===== config.mk =====
export PLATFORM = sky130hd
export DESIGN_NAME = banked_data_memory_status
export DESIGN_NICKNAME = d
export VERILOG_FILES = /design/src/verilog/data_byte_store.v /design/src/verilog/banked_data_memory_status.v
export VERILOG_INCLUDE_DIRS = /design/src /design/src/include
export SDC_FILE = /design/constraint.sdc
export NUM_CORES = 1
export LEC_CHECK = 0
export BUFFER_PORTS_ARGS = -buffer_cell sky130_fd_sc_hd__buf_4
export CORE_MARGIN = 2
export CORE_UTILIZATION = 35
export CTS_BUF_LIST = sky130_fd_sc_hd__clkbuf_16
export CTS_CLUSTER_DIAMETER = 120
export DETAILED_ROUTE_END_ITERATION = 10
export GPL_TIMING_DRIVEN = 0
export SYNTH_ARGS = -nofsm -noshare
export SYNTH_HDL_FRONTEND = slang
export SYNTH_SLANG_ARGS = --single-unit

===== constraint.sdc =====
create_clock -name pclk -period 5.5 [get_ports pclk]
set_input_delay 1.1 -clock pclk [delete_from_list [all_inputs] [get_ports pclk]]
set_output_delay 1.1 -clock pclk [all_outputs]
set_load 0.005 [all_outputs]

===== src/include/banked_data_memory_map.vh =====
`ifndef BANKED_DATA_MEMORY_MAP_VH
`define BANKED_DATA_MEMORY_MAP_VH

// Common-region locations (5-bit file addresses)
`define LOC_INDIRECT        5'h00
`define LOC_TIMER_A         5'h01
`define LOC_PROG_COUNTER    5'h02
`define LOC_STATUS          5'h03
`define LOC_BANK_SELECT     5'h04
`define LOC_PORT_A          5'h05
`define LOC_PORT_B          5'h06
`define LOC_PORT_C          5'h07

// APB byte addresses of the debug/host window
`define APB_FILE_BASE       12'h000
`define APB_CTRL            12'h400
`define APB_STATUS_VIEW     12'h404
`define APB_BANK_VIEW       12'h408
`define APB_PAGE_VIEW       12'h40c

// Bank-select fields
`define BSEL_BLOCK_HI       7
`define BSEL_BLOCK_LO       5
`define BSEL_REGION_BIT     4
`define BSEL_BYTE_HI        3

// Status fields
`define ST_PAGE_SPARE       7
`define ST_PAGE_HI          6
`define ST_PAGE_LO          5
`define ST_TMRB_OVF         4
`define ST_IRQ_DIS          3
`define ST_ZERO             2
`define ST_NIBBLE_CARRY     1
`define ST_CARRY            0

// Reset values
`define STATUS_RESET        8'h08
`define BSEL_RESET          8'h00

// Program page base addresses
`define PAGE_BASE_0         11'h000
`define PAGE_BASE_1         11'h200
`define PAGE_BASE_2         11'h400
`define PAGE_BASE_3         11'h600

`endif


===== src/verilog/data_byte_store.v =====
`timescale 1ns/1ps
// Physical byte storage: common and per-block general purpose bytes
module data_byte_store #(
	parameter DEPTH = 136,
	parameter AW    = 8
) (
	input  wire          pclk,
	input  wire          we,
	input  wire [AW-1:0] waddr,
	input  wire [7:0]    wdata,
	input  wire [AW-1:0] raddr,
	output wire [7:0]    rdata
);
	reg [7:0] mem [0:DEPTH-1];

	// Combinational read so a write is seen on the next cycle
	assign rdata = mem[raddr];

	always @(posedge pclk) begin
		if (we)
			mem[waddr] <= wdata;
	end
endmodule


===== src/verilog/banked_data_memory_status.v =====
// Chosen here: the APB interface to the registers.
`timescale 1ns/1ps
`include "banked_data_memory_map.vh"
// Contract
// - 144 readable/writable data bytes: 16 common, 128 block dependent. Here writes to the timer A location are ignored.
// - Common order: indirect, timer A, PC, status, bank select, ports A-C, 8 GENERAL_PURPOSE_BYTES.
// - Bank-select bits 7..5 choose one of eight 32-location blocks.
// - Locations 0x00-0x0F map to the same storage in every block.
// - Upper 16 locations per block are private storage.
// - Timer A location returns low byte if bit5 zero, high byte if one.
// - Bank-select bit4 picks common lower or block upper region for indirect.
// - Bank-select bits 3..0 pick the byte within the region.
// - Bank-select register is fully readable and writable.
// - Status writes cannot reach Z, DC, C when instruction updates flags.
// - Status layout page/overflow/disable/flags; reset 7..4 clear, bit3 set.
// - Low page bits select 512-word program range 0x000/0x200/0x400/0x600.
// - Spare page bit has no effect but keeps its value.
// - Timer B overflow flag reads one after overflow, zero after clear.
// - Indirect port accesses location addressed by bank-select register.
// - Interrupt disable bit: zero enables, one disables globally.
// - Zero flag set on zero result; nibble carry on carry from bit3.
module banked_data_memory_status (
	input  wire        pclk,
	input  wire        presetn,
	// Core datapath side
	input  wire        core_rd,
	input  wire        core_wr,
	input  wire [4:0]  core_addr,
	input  wire [7:0]  core_wdata,
	output reg  [7:0]  core_rdata_q,
	input  wire        flags_update,
	input  wire [7:0]  alu_result,
	input  wire        alu_carry,
	input  wire        alu_nibble_carry,
	input  wire        alu_flags_valid,
	input  wire [15:0] first_timer_count,
	input  wire [7:0]  pc_low,
	input  wire [7:0]  first_port_latch,
	input  wire [7:0]  peripheral_port_latch,
	input  wire [7:0]  third_port_latch,
	input  wire        timer_b_overflow,
	output reg         global_irq_disable_q,
	output reg  [10:0] prog_page_base_q,
	output reg         prog_page_is_ram_q,
	output reg         port_wr_q,
	output reg  [1:0]  port_sel_q,
	output reg  [7:0]  port_wdata_q,
	output reg         pc_wr_q,
	output reg  [7:0]  pc_wdata_q,
	// APB
	input  wire        psel,
	input  wire        penable,
	input  wire        pwrite,
	input  wire [11:0] paddr,
	input  wire [31:0] pwdata,
	output reg  [31:0] prdata_q,
	output reg         pready_q,
	output reg         pslverr_q
);
	localparam ST_IDLE = 1'b0;
	localparam ST_DONE = 1'b1;

	reg  [7:0]  status_q;
	reg  [7:0]  bsel_q;
	reg         core_hold_q;
	reg         apb_state_q;
	wire [7:0]  mem_rdata;
	reg         mem_we;
	reg  [7:0]  mem_waddr;
	reg  [7:0]  mem_wdata;
	reg  [7:0]  mem_raddr;

	// Map an 8-bit logical data address to a physical byte: 0..7 common GENERAL_PURPOSE_BYTES,
	// 8..135 block private; bit 8 marks special locations
	function [8:0] phys_map;
		input [7:0] la;
		begin
			if (!la[`BSEL_REGION_BIT]) begin
				phys_map = {~la[3], 5'h00, la[2:0]};
			end else begin
				phys_map = {1'b0, 8'h08 + {1'b0, la[7:5], la[3:0]}};
			end
		end
	endfunction

	// Logical address seen by the core
	function [7:0] logical_addr;
		input [4:0] fa;
		input [7:0] bs;
		begin
			if (fa == `LOC_INDIRECT)
				logical_addr = bs;
			else
				logical_addr = {bs[`BSEL_BLOCK_HI:`BSEL_BLOCK_LO], fa};
		end
	endfunction

	function [7:0] sfr_read;
		input [2:0] idx;
		begin
			case (idx)
				3'd1: sfr_read = bsel_q[`BSEL_BLOCK_LO] ? first_timer_count[15:8]
					: first_timer_count[7:0];
				3'd2: sfr_read = pc_low;
				3'd3: sfr_read = status_q;
				3'd4: sfr_read = bsel_q;
				3'd5: sfr_read = first_port_latch;
				3'd6: sfr_read = peripheral_port_latch;
				3'd7: sfr_read = third_port_latch;
				default: sfr_read = 8'h00; // Indirect through itself reads zero
			endcase
		end
	endfunction

	wire [7:0] core_la  = logical_addr(core_addr, bsel_q);
	wire [8:0] core_pa  = phys_map(core_la);
	wire       core_sfr = core_pa[8] & (core_la[3] == 1'b0);
	wire       apb_file = (paddr[11:10] == 2'b00);
	wire [7:0] apb_la   = paddr[9:2];
	wire [8:0] apb_pa   = phys_map(apb_la);
	wire       apb_sfr  = apb_pa[8] & (apb_la[3] == 1'b0);
	wire       apb_acc  = psel & penable & (apb_state_q == ST_IDLE) & ~core_hold_q;
	wire       apb_wr   = apb_acc & pwrite;

	// Status flags from the ALU
	wire       alu_zero = (alu_result == 8'h00);

	data_byte_store #(
		.DEPTH (136),
		.AW    (8)
	) u_store (
		.pclk  (pclk),
		.we    (mem_we),
		.waddr (mem_waddr),
		.wdata (mem_wdata),
		.raddr (mem_raddr),
		.rdata (mem_rdata)
	);

	// Core has priority for the single storage port; APB waits out the core access and one more cycle
	always @* begin
		mem_we    = 1'b0;
		mem_waddr = 8'h00;
		mem_wdata = 8'h00;
		mem_raddr = core_pa[7:0];
		if (core_wr && !core_sfr) begin
			mem_we    = 1'b1;
			mem_waddr = core_pa[7:0];
			mem_wdata = core_wdata;
		end else if (!core_wr && !core_rd && apb_file && !apb_sfr) begin
			mem_raddr = apb_pa[7:0];
			mem_we    = apb_wr;
			mem_waddr = apb_pa[7:0];
			mem_wdata = pwdata[7:0];
		end
	end

	always @(posedge pclk or negedge presetn) begin
		if (!presetn)
			core_hold_q <= 1'b0;
		else
			core_hold_q <= core_rd | core_wr;
	end

	wire       core_sfr_wr = core_wr & core_sfr;
	wire [2:0] core_sfr_ix = core_la[2:0];
	wire       apb_sfr_wr  = apb_wr & apb_file & apb_sfr & ~core_wr & ~core_rd;
	wire [2:0] apb_sfr_ix  = apb_la[2:0];

	// Timer B ticks from the slow clock: two stages, then one rising edge,
	// so a tick that stays high does not set the flag again after a clear
	reg        ovf_meta_q;
	reg        ovf_sync_q;
	reg        ovf_prev_q;
	wire       ovf_event = ovf_sync_q & ~ovf_prev_q;

	always @(posedge pclk or negedge presetn) begin
		if (!presetn) begin
			ovf_meta_q <= 1'b0;
			ovf_sync_q <= 1'b0;
			ovf_prev_q <= 1'b0;
		end else begin
			ovf_meta_q <= timer_b_overflow;
			ovf_sync_q <= ovf_meta_q;
			ovf_prev_q <= ovf_sync_q;
		end
	end

	// Status register
	reg [7:0] status_d;
	always @* begin
		status_d = status_q;
		if (core_sfr_wr && core_sfr_ix == `LOC_STATUS) begin
			status_d = core_wdata;
			if (flags_update)
				status_d[`ST_ZERO:`ST_CARRY] = status_q[`ST_ZERO:`ST_CARRY];
		end else if (apb_sfr_wr && apb_sfr_ix == `LOC_STATUS) begin
			status_d = pwdata[7:0];
		end
		if (alu_flags_valid) begin
			status_d[`ST_ZERO]         = alu_zero;
			status_d[`ST_NIBBLE_CARRY] = alu_nibble_carry;
			status_d[`ST_CARRY]        = alu_carry;
		end
		if (ovf_event)
			status_d[`ST_TMRB_OVF] = 1'b1;
	end

	// Flags 2..0 have no defined reset; zero is used
	always @(posedge pclk or negedge presetn) begin
		if (!presetn) begin
			status_q <= `STATUS_RESET;
			bsel_q   <= `BSEL_RESET;
		end else begin
			status_q <= status_d;
			if (core_sfr_wr && core_sfr_ix == `LOC_BANK_SELECT)
				bsel_q <= core_wdata;
			else if (apb_sfr_wr && apb_sfr_ix == `LOC_BANK_SELECT)
				bsel_q <= pwdata[7:0];
		end
	end

	// Core read data and derived outputs
	always @(posedge pclk or negedge presetn) begin
		if (!presetn) begin
			core_rdata_q         <= 8'h00;
			global_irq_disable_q <= 1'b1;
			prog_page_base_q     <= `PAGE_BASE_0;
			prog_page_is_ram_q   <= 1'b0;
			port_wr_q            <= 1'b0;
			port_sel_q           <= 2'd0;
			port_wdata_q         <= 8'h00;
			pc_wr_q              <= 1'b0;
			pc_wdata_q           <= 8'h00;
		end else begin
			if (core_rd)
				core_rdata_q <= core_sfr ? sfr_read(core_sfr_ix) : mem_rdata;
			global_irq_disable_q <= status_d[`ST_IRQ_DIS];
			case (status_d[`ST_PAGE_HI:`ST_PAGE_LO])
				2'b00: prog_page_base_q <= `PAGE_BASE_0;
				2'b01: prog_page_base_q <= `PAGE_BASE_1;
				2'b10: prog_page_base_q <= `PAGE_BASE_2;
				default: prog_page_base_q <= `PAGE_BASE_3;
			endcase
			prog_page_is_ram_q <= (status_d[`ST_PAGE_HI:`ST_PAGE_LO] == 2'b01);
			port_wr_q    <= core_sfr_wr && (core_sfr_ix >= `LOC_PORT_A);
			port_sel_q   <= core_sfr_ix[1:0] - 2'd1;
			port_wdata_q <= core_wdata;
			pc_wr_q      <= core_sfr_wr && (core_sfr_ix == `LOC_PROG_COUNTER);
			pc_wdata_q   <= core_wdata;
		end
	end

	// APB slave: answers one cycle after the access phase starts, waits
	// while the core owns the storage port
	always @(posedge pclk or negedge presetn) begin
		if (!presetn) begin
			apb_state_q <= ST_IDLE;
			pready_q    <= 1'b0;
			prdata_q    <= 32'h0000_0000;
			pslverr_q   <= 1'b0;
		end else begin
			case (apb_state_q)
				ST_IDLE: begin
					pready_q  <= 1'b0;
					pslverr_q <= 1'b0;
					if (psel && penable && !core_hold_q && !core_rd && !core_wr) begin
						apb_state_q <= ST_DONE;
						pready_q    <= 1'b1;
						prdata_q    <= 32'h0000_0000;
						if (apb_file && apb_sfr)
							prdata_q <= {24'h000000, sfr_read(apb_sfr_ix)};
						else if (apb_file)
							prdata_q <= {24'h000000, mem_rdata};
						else if (paddr == `APB_CTRL)
							prdata_q <= {24'h000000, bsel_q};
						else if (paddr == `APB_STATUS_VIEW)
							prdata_q <= {24'h000000, status_q};
						else if (paddr == `APB_BANK_VIEW)
							prdata_q <= {29'h0, bsel_q[`BSEL_BLOCK_HI:`BSEL_BLOCK_LO]};
						else if (paddr == `APB_PAGE_VIEW)
							prdata_q <= {20'h00000, prog_page_is_ram_q, prog_page_base_q};
						else
							pslverr_q <= 1'b1;
					end
				end
				ST_DONE: begin
					apb_state_q <= ST_IDLE;
					pready_q    <= 1'b0;
					pslverr_q   <= 1'b0;
				end
				default: apb_state_q <= ST_IDLE;
			endcase
		end
	end
endmodule


## Yosys cells after proc, flatten, opt, wreduce, memory -nomap -nowiden

Memory sizes are Yosys's and may differ from the RTL's.
Index checks and enable logic that the tools add are counted.
W data, S select, Z words.

- Bitwise logic cells: 20
- Eq/ne operators: 21
- Multiplexer cells: 41
- $lt $le $gt $ge: 1
- Add/subtract/negate cells: 3
- Reduce and logical (&&, ||, !) cells: 30

Operator list:

| cell | count |
|---|---|
| $pmux W8 S7 | 2 |
| $mux W8 | 12 |
| $mux W12 | 6 |
| $eq A12 B11 Y1 const B | 4 |
| $pmux W11 S3 | 1 |
| $eq A3 B3 Y1 const B | 8 |
| $mux W9 | 2 |
| $add A4 B7 Y8 const A | 2 |
| $logic_and A1 B1 Y1 | 15 |
| $mux W1 | 13 |
| $and A1 B1 Y1 | 12 |
| $eq A3 B2 Y1 const B | 4 |
| $logic_not A8 Y1 | 1 |
| $not A1 Y1 | 7 |
| $eq A3 B1 Y1 const B | 2 |
| $mux W3 | 2 |
| $reduce_bool A3 Y1 | 2 |
| $logic_not A1 Y1 | 5 |
| $logic_not A5 Y1 | 1 |
| $mux W5 | 1 |
| $logic_not A2 Y1 | 2 |
| $pmux W1 S2 | 2 |
| $reduce_and A2 Y1 | 2 |
| $reduce_bool A2 Y1 | 2 |
| other kinds (6) | 6 |

- Word-level logic and storage cells: 137
- RAM bits: 1,088
- Memories kept: 1
- Register bits: 87
- Output and inout port bits: 75
- Input bits: 125

Memories:

| memory | words | bits a word | read ports | clocked after Yosys merged registers in | write ports | line | RTL |
|---|---|---|---|---|---|---|---|
| u_store.mem | 136 | 8 | 1 | 0 | 1 | data_byte_store.v:14 | `reg [7:0] mem [0:DEPTH-1];` |

## Logic depth before layout (Yosys ltp)

Gate-level depths: netlist of the first run.

- Word-level depth: 13
- Depth in mapped cells: 15
- Gate-level depth less buffers: 12

## By module

Synthesis of the first run repeated with hierarchy kept, for this count alone.

- Cell total of the unflattened synthesis: 2,711
- Area total of the unflattened synthesis: 47,395.5 um^2

By module, submodules not included:

| module | times used | sequential area each (um^2) | cells each | area an instance (um^2) |
|---|---|---|---|---|
| data_byte_store | 1 | 32,671.3 | 2,246 | 43,196.4 |
| banked_data_memory_status | 1 | 1,377.6 | 465 | 4,199.0 |

## Worst setup path before layout of the first run

OpenSTA, ideal clock, no wires.

- Path kind: input to register
- Start point: input port core_wr
- End point: memory u_store.mem[0][0], data pin
- Slack: 0.841 ns
- Buffers on the path: 2
- Data arrival time: 4.106 ns
- Stages: 5
- Data required time: 4.947 ns
- Library setup time: 0.553 ns
- Cell sequence: buf_2 -> or4_4 -> nor2_1 -> clkbuf_1 -> a22o_1

- Word-level cells in the longest chain between the ends: 6
- Elaborated cells between the ends (all ways): 7
- Classes of those cells: 2 x mux; 5 x reduce/logical

Ends and longest elaborated chain:

| item | line | RTL |
|---|---|---|
| start, declared | banked_data_memory_status.v:27 | `input wire core_wr,` |
| $logic_not A1 Y1 | banked_data_memory_status.v:150 | `end else if (!core_wr && !core_rd && apb_file && !apb_sfr) begin` |
| $logic_and A1 B1 Y1 (3 in series) | banked_data_memory_status.v:150 |  |
| $mux W8 | banked_data_memory_status.v:150 |  |
| $mux W8 (*) | banked_data_memory_status.v:146 | `if (core_wr && !core_sfr) begin` |
| net mem_wdata[0] | banked_data_memory_status.v:70 | `reg [7:0] mem_wdata;` |
| end, declared | data_byte_store.v:14 |  |

Mark *: on every way through the listed nets, which the timed path passes. The rest lies on a longest branch.

## Worst setup path in the final report of the first run

- Start point: input port core_wr
- End point: register core_rdata_q[2]

- Word-level cells in the longest chain between the ends: 8
- Elaborated cells between the ends (all ways): 9
- Classes of those cells: 3 x mux; 5 x reduce/logical; 1 x memory

Ends and longest elaborated chain:

| item | line | RTL |
|---|---|---|
| $logic_not A1 Y1 | banked_data_memory_status.v:150 |  |
| $logic_and A1 B1 Y1 (3 in series) | banked_data_memory_status.v:150 |  |
| $mux W8 | banked_data_memory_status.v:150 |  |
| $mux W8 (*) | banked_data_memory_status.v:146 |  |
| $mem_v2 Z136 W8 (*) | -- |  |
| $mux W8 (*) | banked_data_memory_status.v:237 | `core_rdata_q <= core_sfr ? sfr_read(core_sfr_ix) : mem_rdata;` |
| end signal, assigned | banked_data_memory_status.v:237 |  |
| end, declared | banked_data_memory_status.v:30 | `output reg [7:0] core_rdata_q,` |

Mark *: on every way between the ends. The rest lies on a longest branch, timed or not.
A chain may end at the register's enable or synchronous reset.

==> impl_metrics.tcl, run 1 <==
set metrics [dict create \
    status "finished with violations" \
    violations "negative setup slack" \
    rsz0062_at_grt "false" \
    grt_pass1_vias 31200 \
    hold_viol 0 \
    path_max_fanout 10 \
    synth_top_area_share_pct 66.6 \
    io_buffers 140 \
    critPathSlowestCell "clkbuf_1" \
    clock_path_buffers 3 \
    die_x_microns 378 \
    cellPowerDensity_nw_per_um2 342 \
    antenna_left 0 \
    holdCritPathClass "reg2reg" \
    synth-seq-cells 1143 \
    syn_inst 3336 \
    synth_edf_count 1088 \
    wirelength_mm 179 \
    async_flop_share_pct 4.81 \
    synthFlopType "edfxtp_1" \
    start_kind "input pin" \
    layout_setup_ws_ns -0.139 \
    regArea_sq_um 34000 \
    core_area_sq_um 139000 \
    relSlewSlack_pct 1.33 \
    wl_per_cell_microns 32.0 \
    required_ns 6.11 \
    worstSkewPairLatency_ns 0.75 \
    wl_met3_mm 20.1 \
    drt-pass1-iter-count 7 \
    htree_levels 3 \
    initial_core_util_pct 35.2 \
    rows 137 \
    route.detailed.drc 0 \
    max_stage_delay_ns 1.08 \
    post-route-period-util_pct 103 \
    final_net_count 3760 \
    fin_total_pwr_mw 19.4 \
    dp_hpwl_mm 123 \
    finalClockSkew_ns 0.0445 \
    netlist_area_sq_um 49100 \
    yosys.area.top_type "edfxtp_1" \
    clock.fmax_mhz 177 \
    p_leak_nw 20.1 \
    cts_buffers 111 \
    cp_data_arrival_time_ns 6.25 \
    cp-end-kind "flip-flop" \
    postCtsSetupRepairBufs 0 \
    clkTransAtPathRegs_ns 0.06 \
    path_class "in2reg" \
    cts_tree "built" \
    gp_congestion 0.967 \
    yosys_warnings 0 \
    critical_path.cell_chain "buf_2 -> or4_4 -> nor3_4 -> a21o_1 -> buf_6 -> clkbuf_1 -> mux2i_1 -> a211oi_1 -> o41ai_1 -> nand4_1 -> o31ai_1 -> o311ai_1" \
    grt.total_usage_pct 24.5 \
    fin_hold_ws_ns 0.406 \
    io_pins 200 \
    cap_violations 0 \
    n_fill_cell 12800 \
    synth_area_leaders "edfxtp_1 67%, mux2i_1 8.9%, a211oi_1 5.4%, dfrtp_1 2.8%, nor2_1 1.4%" \
    top_layer_used "met5" \
    area.growth.synth_to_final_pct 15.4 \
    first_iter_violations 5447 \
    setup_violations 15 \
    dieArea_sq_um 143000 \
    synth_cell_types 75 \
    min_period_ns 5.64 \
    cts_hold_buf 0 \
    antenna_found_initial 5 \
    wl_met2_mm 80.3 \
    grt_overflow_total 0 \
    vias_per_cell 5.92 \
    tightest_slew_ns 1.48 \
    routedLengthMet1_mm 68.7 \
    grt_pass1_wl_mm 243 \
    multiInputGateArea_sq_um 13200 \
    layout-drive-gt1-share_pct 14.6 \
    cts_sinks 1143 \
    slew_viol_final 0 \
    cts_root_buf "clkbuf_16" \
    syn_area_per_cell_sq_um 14.7 \
    synth-seq-area-share_pct 69.4 \
    dr_total_vias 33100 \
    die-height_microns 378 \
    vdd.ir_drop.worst_mv 0.264 \
    grt_max_degree 80 \
]
worst max-delay path, delay by kind of cell:
kind	cells	cell delay, ns
mux	1	0.29
simple gates	3	1.82
buf+inv	3	1.42
compound gates	5	1.58
what timing repair did:
action / in CTS / in global routing
pin swaps: 0 / 0
gates resized for setup: 4 / 39
endpoints found under the hold margin: 0 / 0
endpoints found under the setup margin: 9 / 654
cells by family after synthesis:
logic type / synth area share, %
flip-flops: 69.4
adder cells (fa/ha/maj): 0.153
buffers and inverters: 4.29
XOR/XNOR: 0.0536
multiplexers: 9.28
AO/OA/AOI/OAI: 12.1
other: 0.00764
AND/OR/NAND/NOR: 4.67
path summary, 6_finish.rpt:
check | start | endpoint | slack (ns) | cells past startpoint
worst max-delay path | core_wr | core_rdata_q[2] | -0.14 | 12
max in group asynchronous | presetn | pc_wr_q | 4.60 | 1
worst max register to register | bsel_q[3] | core_rdata_q[2] | 0.17 | 10
worst min register to register | ovf_sync_q | ovf_prev_q | 0.41 | 0
min in group asynchronous | presetn | prdata_q[9] | 0.42 | 1
worst min-delay path | ovf_sync_q | ovf_prev_q | 0.41 | 0
Yosys cell counts, types with 11 or more instances:
master	count
a22oi_1	65
buf_4	56
o22ai_1	15
a211oi_1	352
a32oi_1	20
nor3_1	15
mux2_2	11
a31oi_1	20
o221ai_1	12
mux2i_1	438
a22o_1	26
a221oi_1	25
edfxtp_1	1088
inv_1	161
nor4_1	12
buf_6	23
nand3_1	42
clkbuf_1	101
o41ai_1	13
nand2_1	183
nand4_1	27
nor2_1	189
nor2b_1	24
a211o_1	80
dfrtp_1	54
a2111oi_0	14
a21oi_1	63
o21ai_0	23
buf_2	80
registers in the layout, indices dropped and copies added, names as in the netlist:
register	flops
bsel_q	8
prog_page_is_ram_q	1
ovf_sync_q	1
status_q	7
prog_page_base_q	2
pc_wr_q	1
u_store.mem	1088
core_hold_q	1
ovf_prev_q	1
port_wr_q	1
pready_q	1
ovf_meta_q	1
port_sel_q	2
core_rdata_q	8
prdata_q	11
pc_wdata_q	8
pslverr_q	1
metrics by stage:
| step | setup WS [ns] | instance area [sq um] | util, % | TNS, ns | cells |
|---|---|---|---|---|---|
| finish | -0.139 | 56600 | 40.6 | -0.699 | 5594 |
| global route | 0.00339 | 56600 | 40.6 | 0 | 5594 |
| CTS | -0.00922 | 56500 | 40.5 | -0.0641 | 5592 |
| detailed placement | -0.896 | 52900 | 38.0 | -438.01 | 5392 |
| global placement | -2.43 | 52600 | 37.7 | -2575.47 | 5381 |
| floorplan | 0.841 | 49200 | - | 0 | 3365 |
cell usage in the layout (no fill, tap or decap), drive strengths merged, types with 30 or more instances in the layout:
cell type     n
edfxtp     1088
mux2i       438
a211oi      358
buf         319
clkbuf      215
nor2        189
inv         184
nand2       183
a211o        80
a22oi        66
a21oi        64
dfrtp        54
clkinv       49
nand3        42
conb         30
layout make-up:
class / count / area share (%)
Antenna cell: 2 / 0.00884
Buffer: 270 / 2.66
Clock buffer: 113 / 5.00
Clock inverter: 87 / 1.31
Inverter: 162 / 1.07
Multi-Input combinational cell: 1790 / 23.3
Sequential cell: 1143 / 60.1
Tap cell: 1876 / 4.15
Timing Repair Buffer: 151 / 2.32
routing by layer:
metal	global-route usage, %	up-vias
li1	-	13700
met1	31.9	16700
met2	38.1	2353
met3	5.68	464
met4	12.5	2
met5	0	-
power breakdown:
group	internal [mW]	switching (mW)
logic	0.600	1.42
clock network	4.31	3.34
registers	9.61	0.0778
Power figures use the tool's default switching activity.
==> run 2: changes to the inputs <==
==> constraint.sdc (replaced) <==
create_clock -name pclk -period 5.5 [get_ports pclk]
set_input_delay 0.275 -clock pclk [delete_from_list [all_inputs] [get_ports pclk]]
set_output_delay 0.275 -clock pclk [all_outputs]
set_load 0.005 [all_outputs]
==> run 2 against run 1 <==
The flow finishes with violations (max-capacitance violations, negative setup slack). Clock skew up 0.0025 ns. Final cell count up 0.48%. Combinational power about the same. Clock power about the same. Via count up 0.30%. Die area unchanged. Worst setup slack better by 0.019 ns. Non-clock buffer count up 29. Largest power group unchanged. Critical path depth up 1.
==> impl_metrics.tcl, run 2 (same netlist as run 1, synthesis figures left out) <==
set metrics [dict create \
    dr_total_vias 33200 \
    critical_path.cell_chain "dlygate4sd3_1 -> buf_2 -> or4_4 -> nor3_4 -> a21o_1 -> buf_6 -> clkbuf_1 -> buf_2 -> a211oi_1 -> o41ai_1 -> nand4_1 -> nor4_1 -> nor2_1" \
    cellPowerDensity_nw_per_um2 341 \
    pwr-share-comb_pct 10.5 \
    p_leak_nw 20.2 \
    grt_overflow_total 0 \
    final_cell_mix "1088 x edfxtp_1, 438 x mux2i_1, 352 x a211oi_1" \
    path_max_fanout 10 \
    grt.total_usage_pct 24.5 \
    path_class "in2reg" \
    wl_per_cell_microns 32.0 \
    relSlewSlack_pct 0.351 \
    grt_max_degree 80 \
    antenna_cells 0 \
    placed_cells 5392 \
    reg2reg_from "bsel_q[3]" \
    cts_root_buf "clkbuf_16" \
    holdCritPathClass "in2reg" \
    finalClockSkew_ns 0.0470 \
    max_stage_delay_ns 0.90 \
    tightest_slew_ns 1.49 \
    slew_viol_final 0 \
    die_x_microns 378 \
    area.growth.synth_to_final_pct 15.8 \
    crit_family "buffers and inverters" \
    largest_reg_flops 1088 \
    cp-end-kind "flip-flop" \
    antenna_found_initial 4 \
    instances_no_fill 5621 \
    route.detailed.drc 0 \
    clock_path_buffers 3 \
    fin_area_sq_um 56800 \
    dieArea_sq_um 143000 \
    cts_tree "built" \
    layout-drive-gt1-share_pct 13.7 \
    fin_util_pct 40.8 \
    dp_hpwl_mm 123 \
    grt_pass1_vias 31300 \
    clkTransAtPathRegs_ns 0.07 \
    worstSkewPairLatency_ns 0.75 \
    critPathBufInv 5 \
    initial_core_util_pct 35.2 \
    post-route-period-util_pct 102 \
    rows 137 \
    setup_violations 3 \
    rsz0062_at_grt "false" \
    gp_congestion 0.967 \
    cts_buffers 111 \
    seqPwrFrac_pct 50.1 \
    power.share.clock_pct 39.4 \
    startpoint "core_wr" \
    final_net_count 3789 \
    grt_pass1_wl_mm 244 \
    switching_share_pct 24.9 \
    min_period_ns 5.62 \
    cap_violations 1 \
    core_area_sq_um 139000 \
    switching_power_mw 4.83 \
    critPathSlowestCell "clkbuf_1" \
    io_buffers 140 \
    die-height_microns 378 \
    vias_per_cell 5.91 \
    drt-pass1-iter-count 8 \
    placed_cell_area_sq_um 52900 \
    cts_sinks 1143 \
    n_fill_cell 12800 \
    postCtsSetupRepairBufs 0 \
    layout_setup_ws_ns -0.119 \
    hold_path.startpoint "paddr[10]" \
    cp_common_cell "buf_2" \
    layout_commonest_cell "edfxtp_1" \
    violations "max-capacitance violations, negative setup slack" \
    wirelength_mm 180 \
    status "finished with violations" \
    p_int_mw 14.5 \
    cp_data_arrival_time_ns 6.26 \
    vdd.ir_drop.worst_mv 0.263 \
    regMostFlops "u_store.mem" \
    hold_viol 0 \
    start_kind "input pin" \
    htree_levels 3 \
    clock.fmax_mhz 178 \
    io_pins 200 \
    first_iter_violations 5192 \
    largestRegisters "u_store.mem (1088), prdata_q (11)" \
    antenna_left 0 \
    required_ns 6.14 \
]
==> run 2: final timing paths <==
check                           slack (ns)  cells after the start              end
min in group asynchronous             0.15                      2      prdata_q[9]
worst min register to register        0.40                      0       ovf_prev_q
worst max-delay path                 -0.12                     13  core_rdata_q[5]
max in group asynchronous             4.86                      2          pc_wr_q
worst max register to register       -0.08                     10  core_rdata_q[2]
worst min-delay path                  0.07                      3        pslverr_q
==> run 2: what timing repair did <==
action                     CTS  global route
setup endpoints to repair    0            10
hold buffers                29             0
hold endpoints to repair    90             0
gates resized for setup      0            10
==> run 2: final cells by class <==
type                            count  area [sq um]  share of cell area, %
Tap cell                         1876          2350                   4.13
Timing Repair Buffer              180          1610                   2.83
Multi-Input combinational cell   1790         13100                   23.1
Buffer                            270          1500                   2.64
Clock inverter                     87           741                   1.30
Clock buffer                      113          2830                   4.98
Inverter                          162           608                   1.07
Sequential cell                  1143         34000                   59.9
==> run 2: worst reg2reg max path, cell delays in order, from the launching register on <==
cell and delay, ns:
dfrtp_1 0.51, or4_1 0.60, o311ai_1 0.39, a22oi_2 0.35, o21ai_1 0.71, clkbuf_1 0.63, a211oi_1 0.14, o41ai_1 0.97
nand4_1 0.59, o31ai_1 0.43, o311ai_1 0.15
==> run 2: power groups by stage <==
stage                     Sequential, mW  Clock [mW]  Combinational (mW)
after floorplan                     9.85           0               0.982
after global placement              9.92           0                1.88
after detailed placement            9.87           0                1.92
after CTS                           9.69        7.64                1.95
after global routing                9.69        7.96                2.07
final                               9.69        7.64                2.04
==> run 2: stage by stage <==
step / setup TNS (ns) / hold slack, ns / worst slack (ns) / power [mW]
after floorplan: 0 / -0.0206 / 1.67 / 10.8
after global placement: -1258.57 / 0.371 / -1.60 / 11.8
after detailed placement: -0.174 / 0.368 / -0.0708 / 11.8
after CTS: 0 / 0.00778 / 0.0597 / 19.3
after global routing: 0 / 0.111 / 0.0154 / 19.7
final: -0.296 / 0.0745 / -0.119 / 19.4
==> run 2: layer usage <==
metal	share of wire (%)	routed length (microns)	vias up	track usage (%)
met5	0.0072	13	-	0
met4	5.5	9970	2	13.1
met3	12	20800	433	5.58
met2	45	80900	2408	38.0
met1	38	68000	16700	31.9
li1	-	-	13700	-
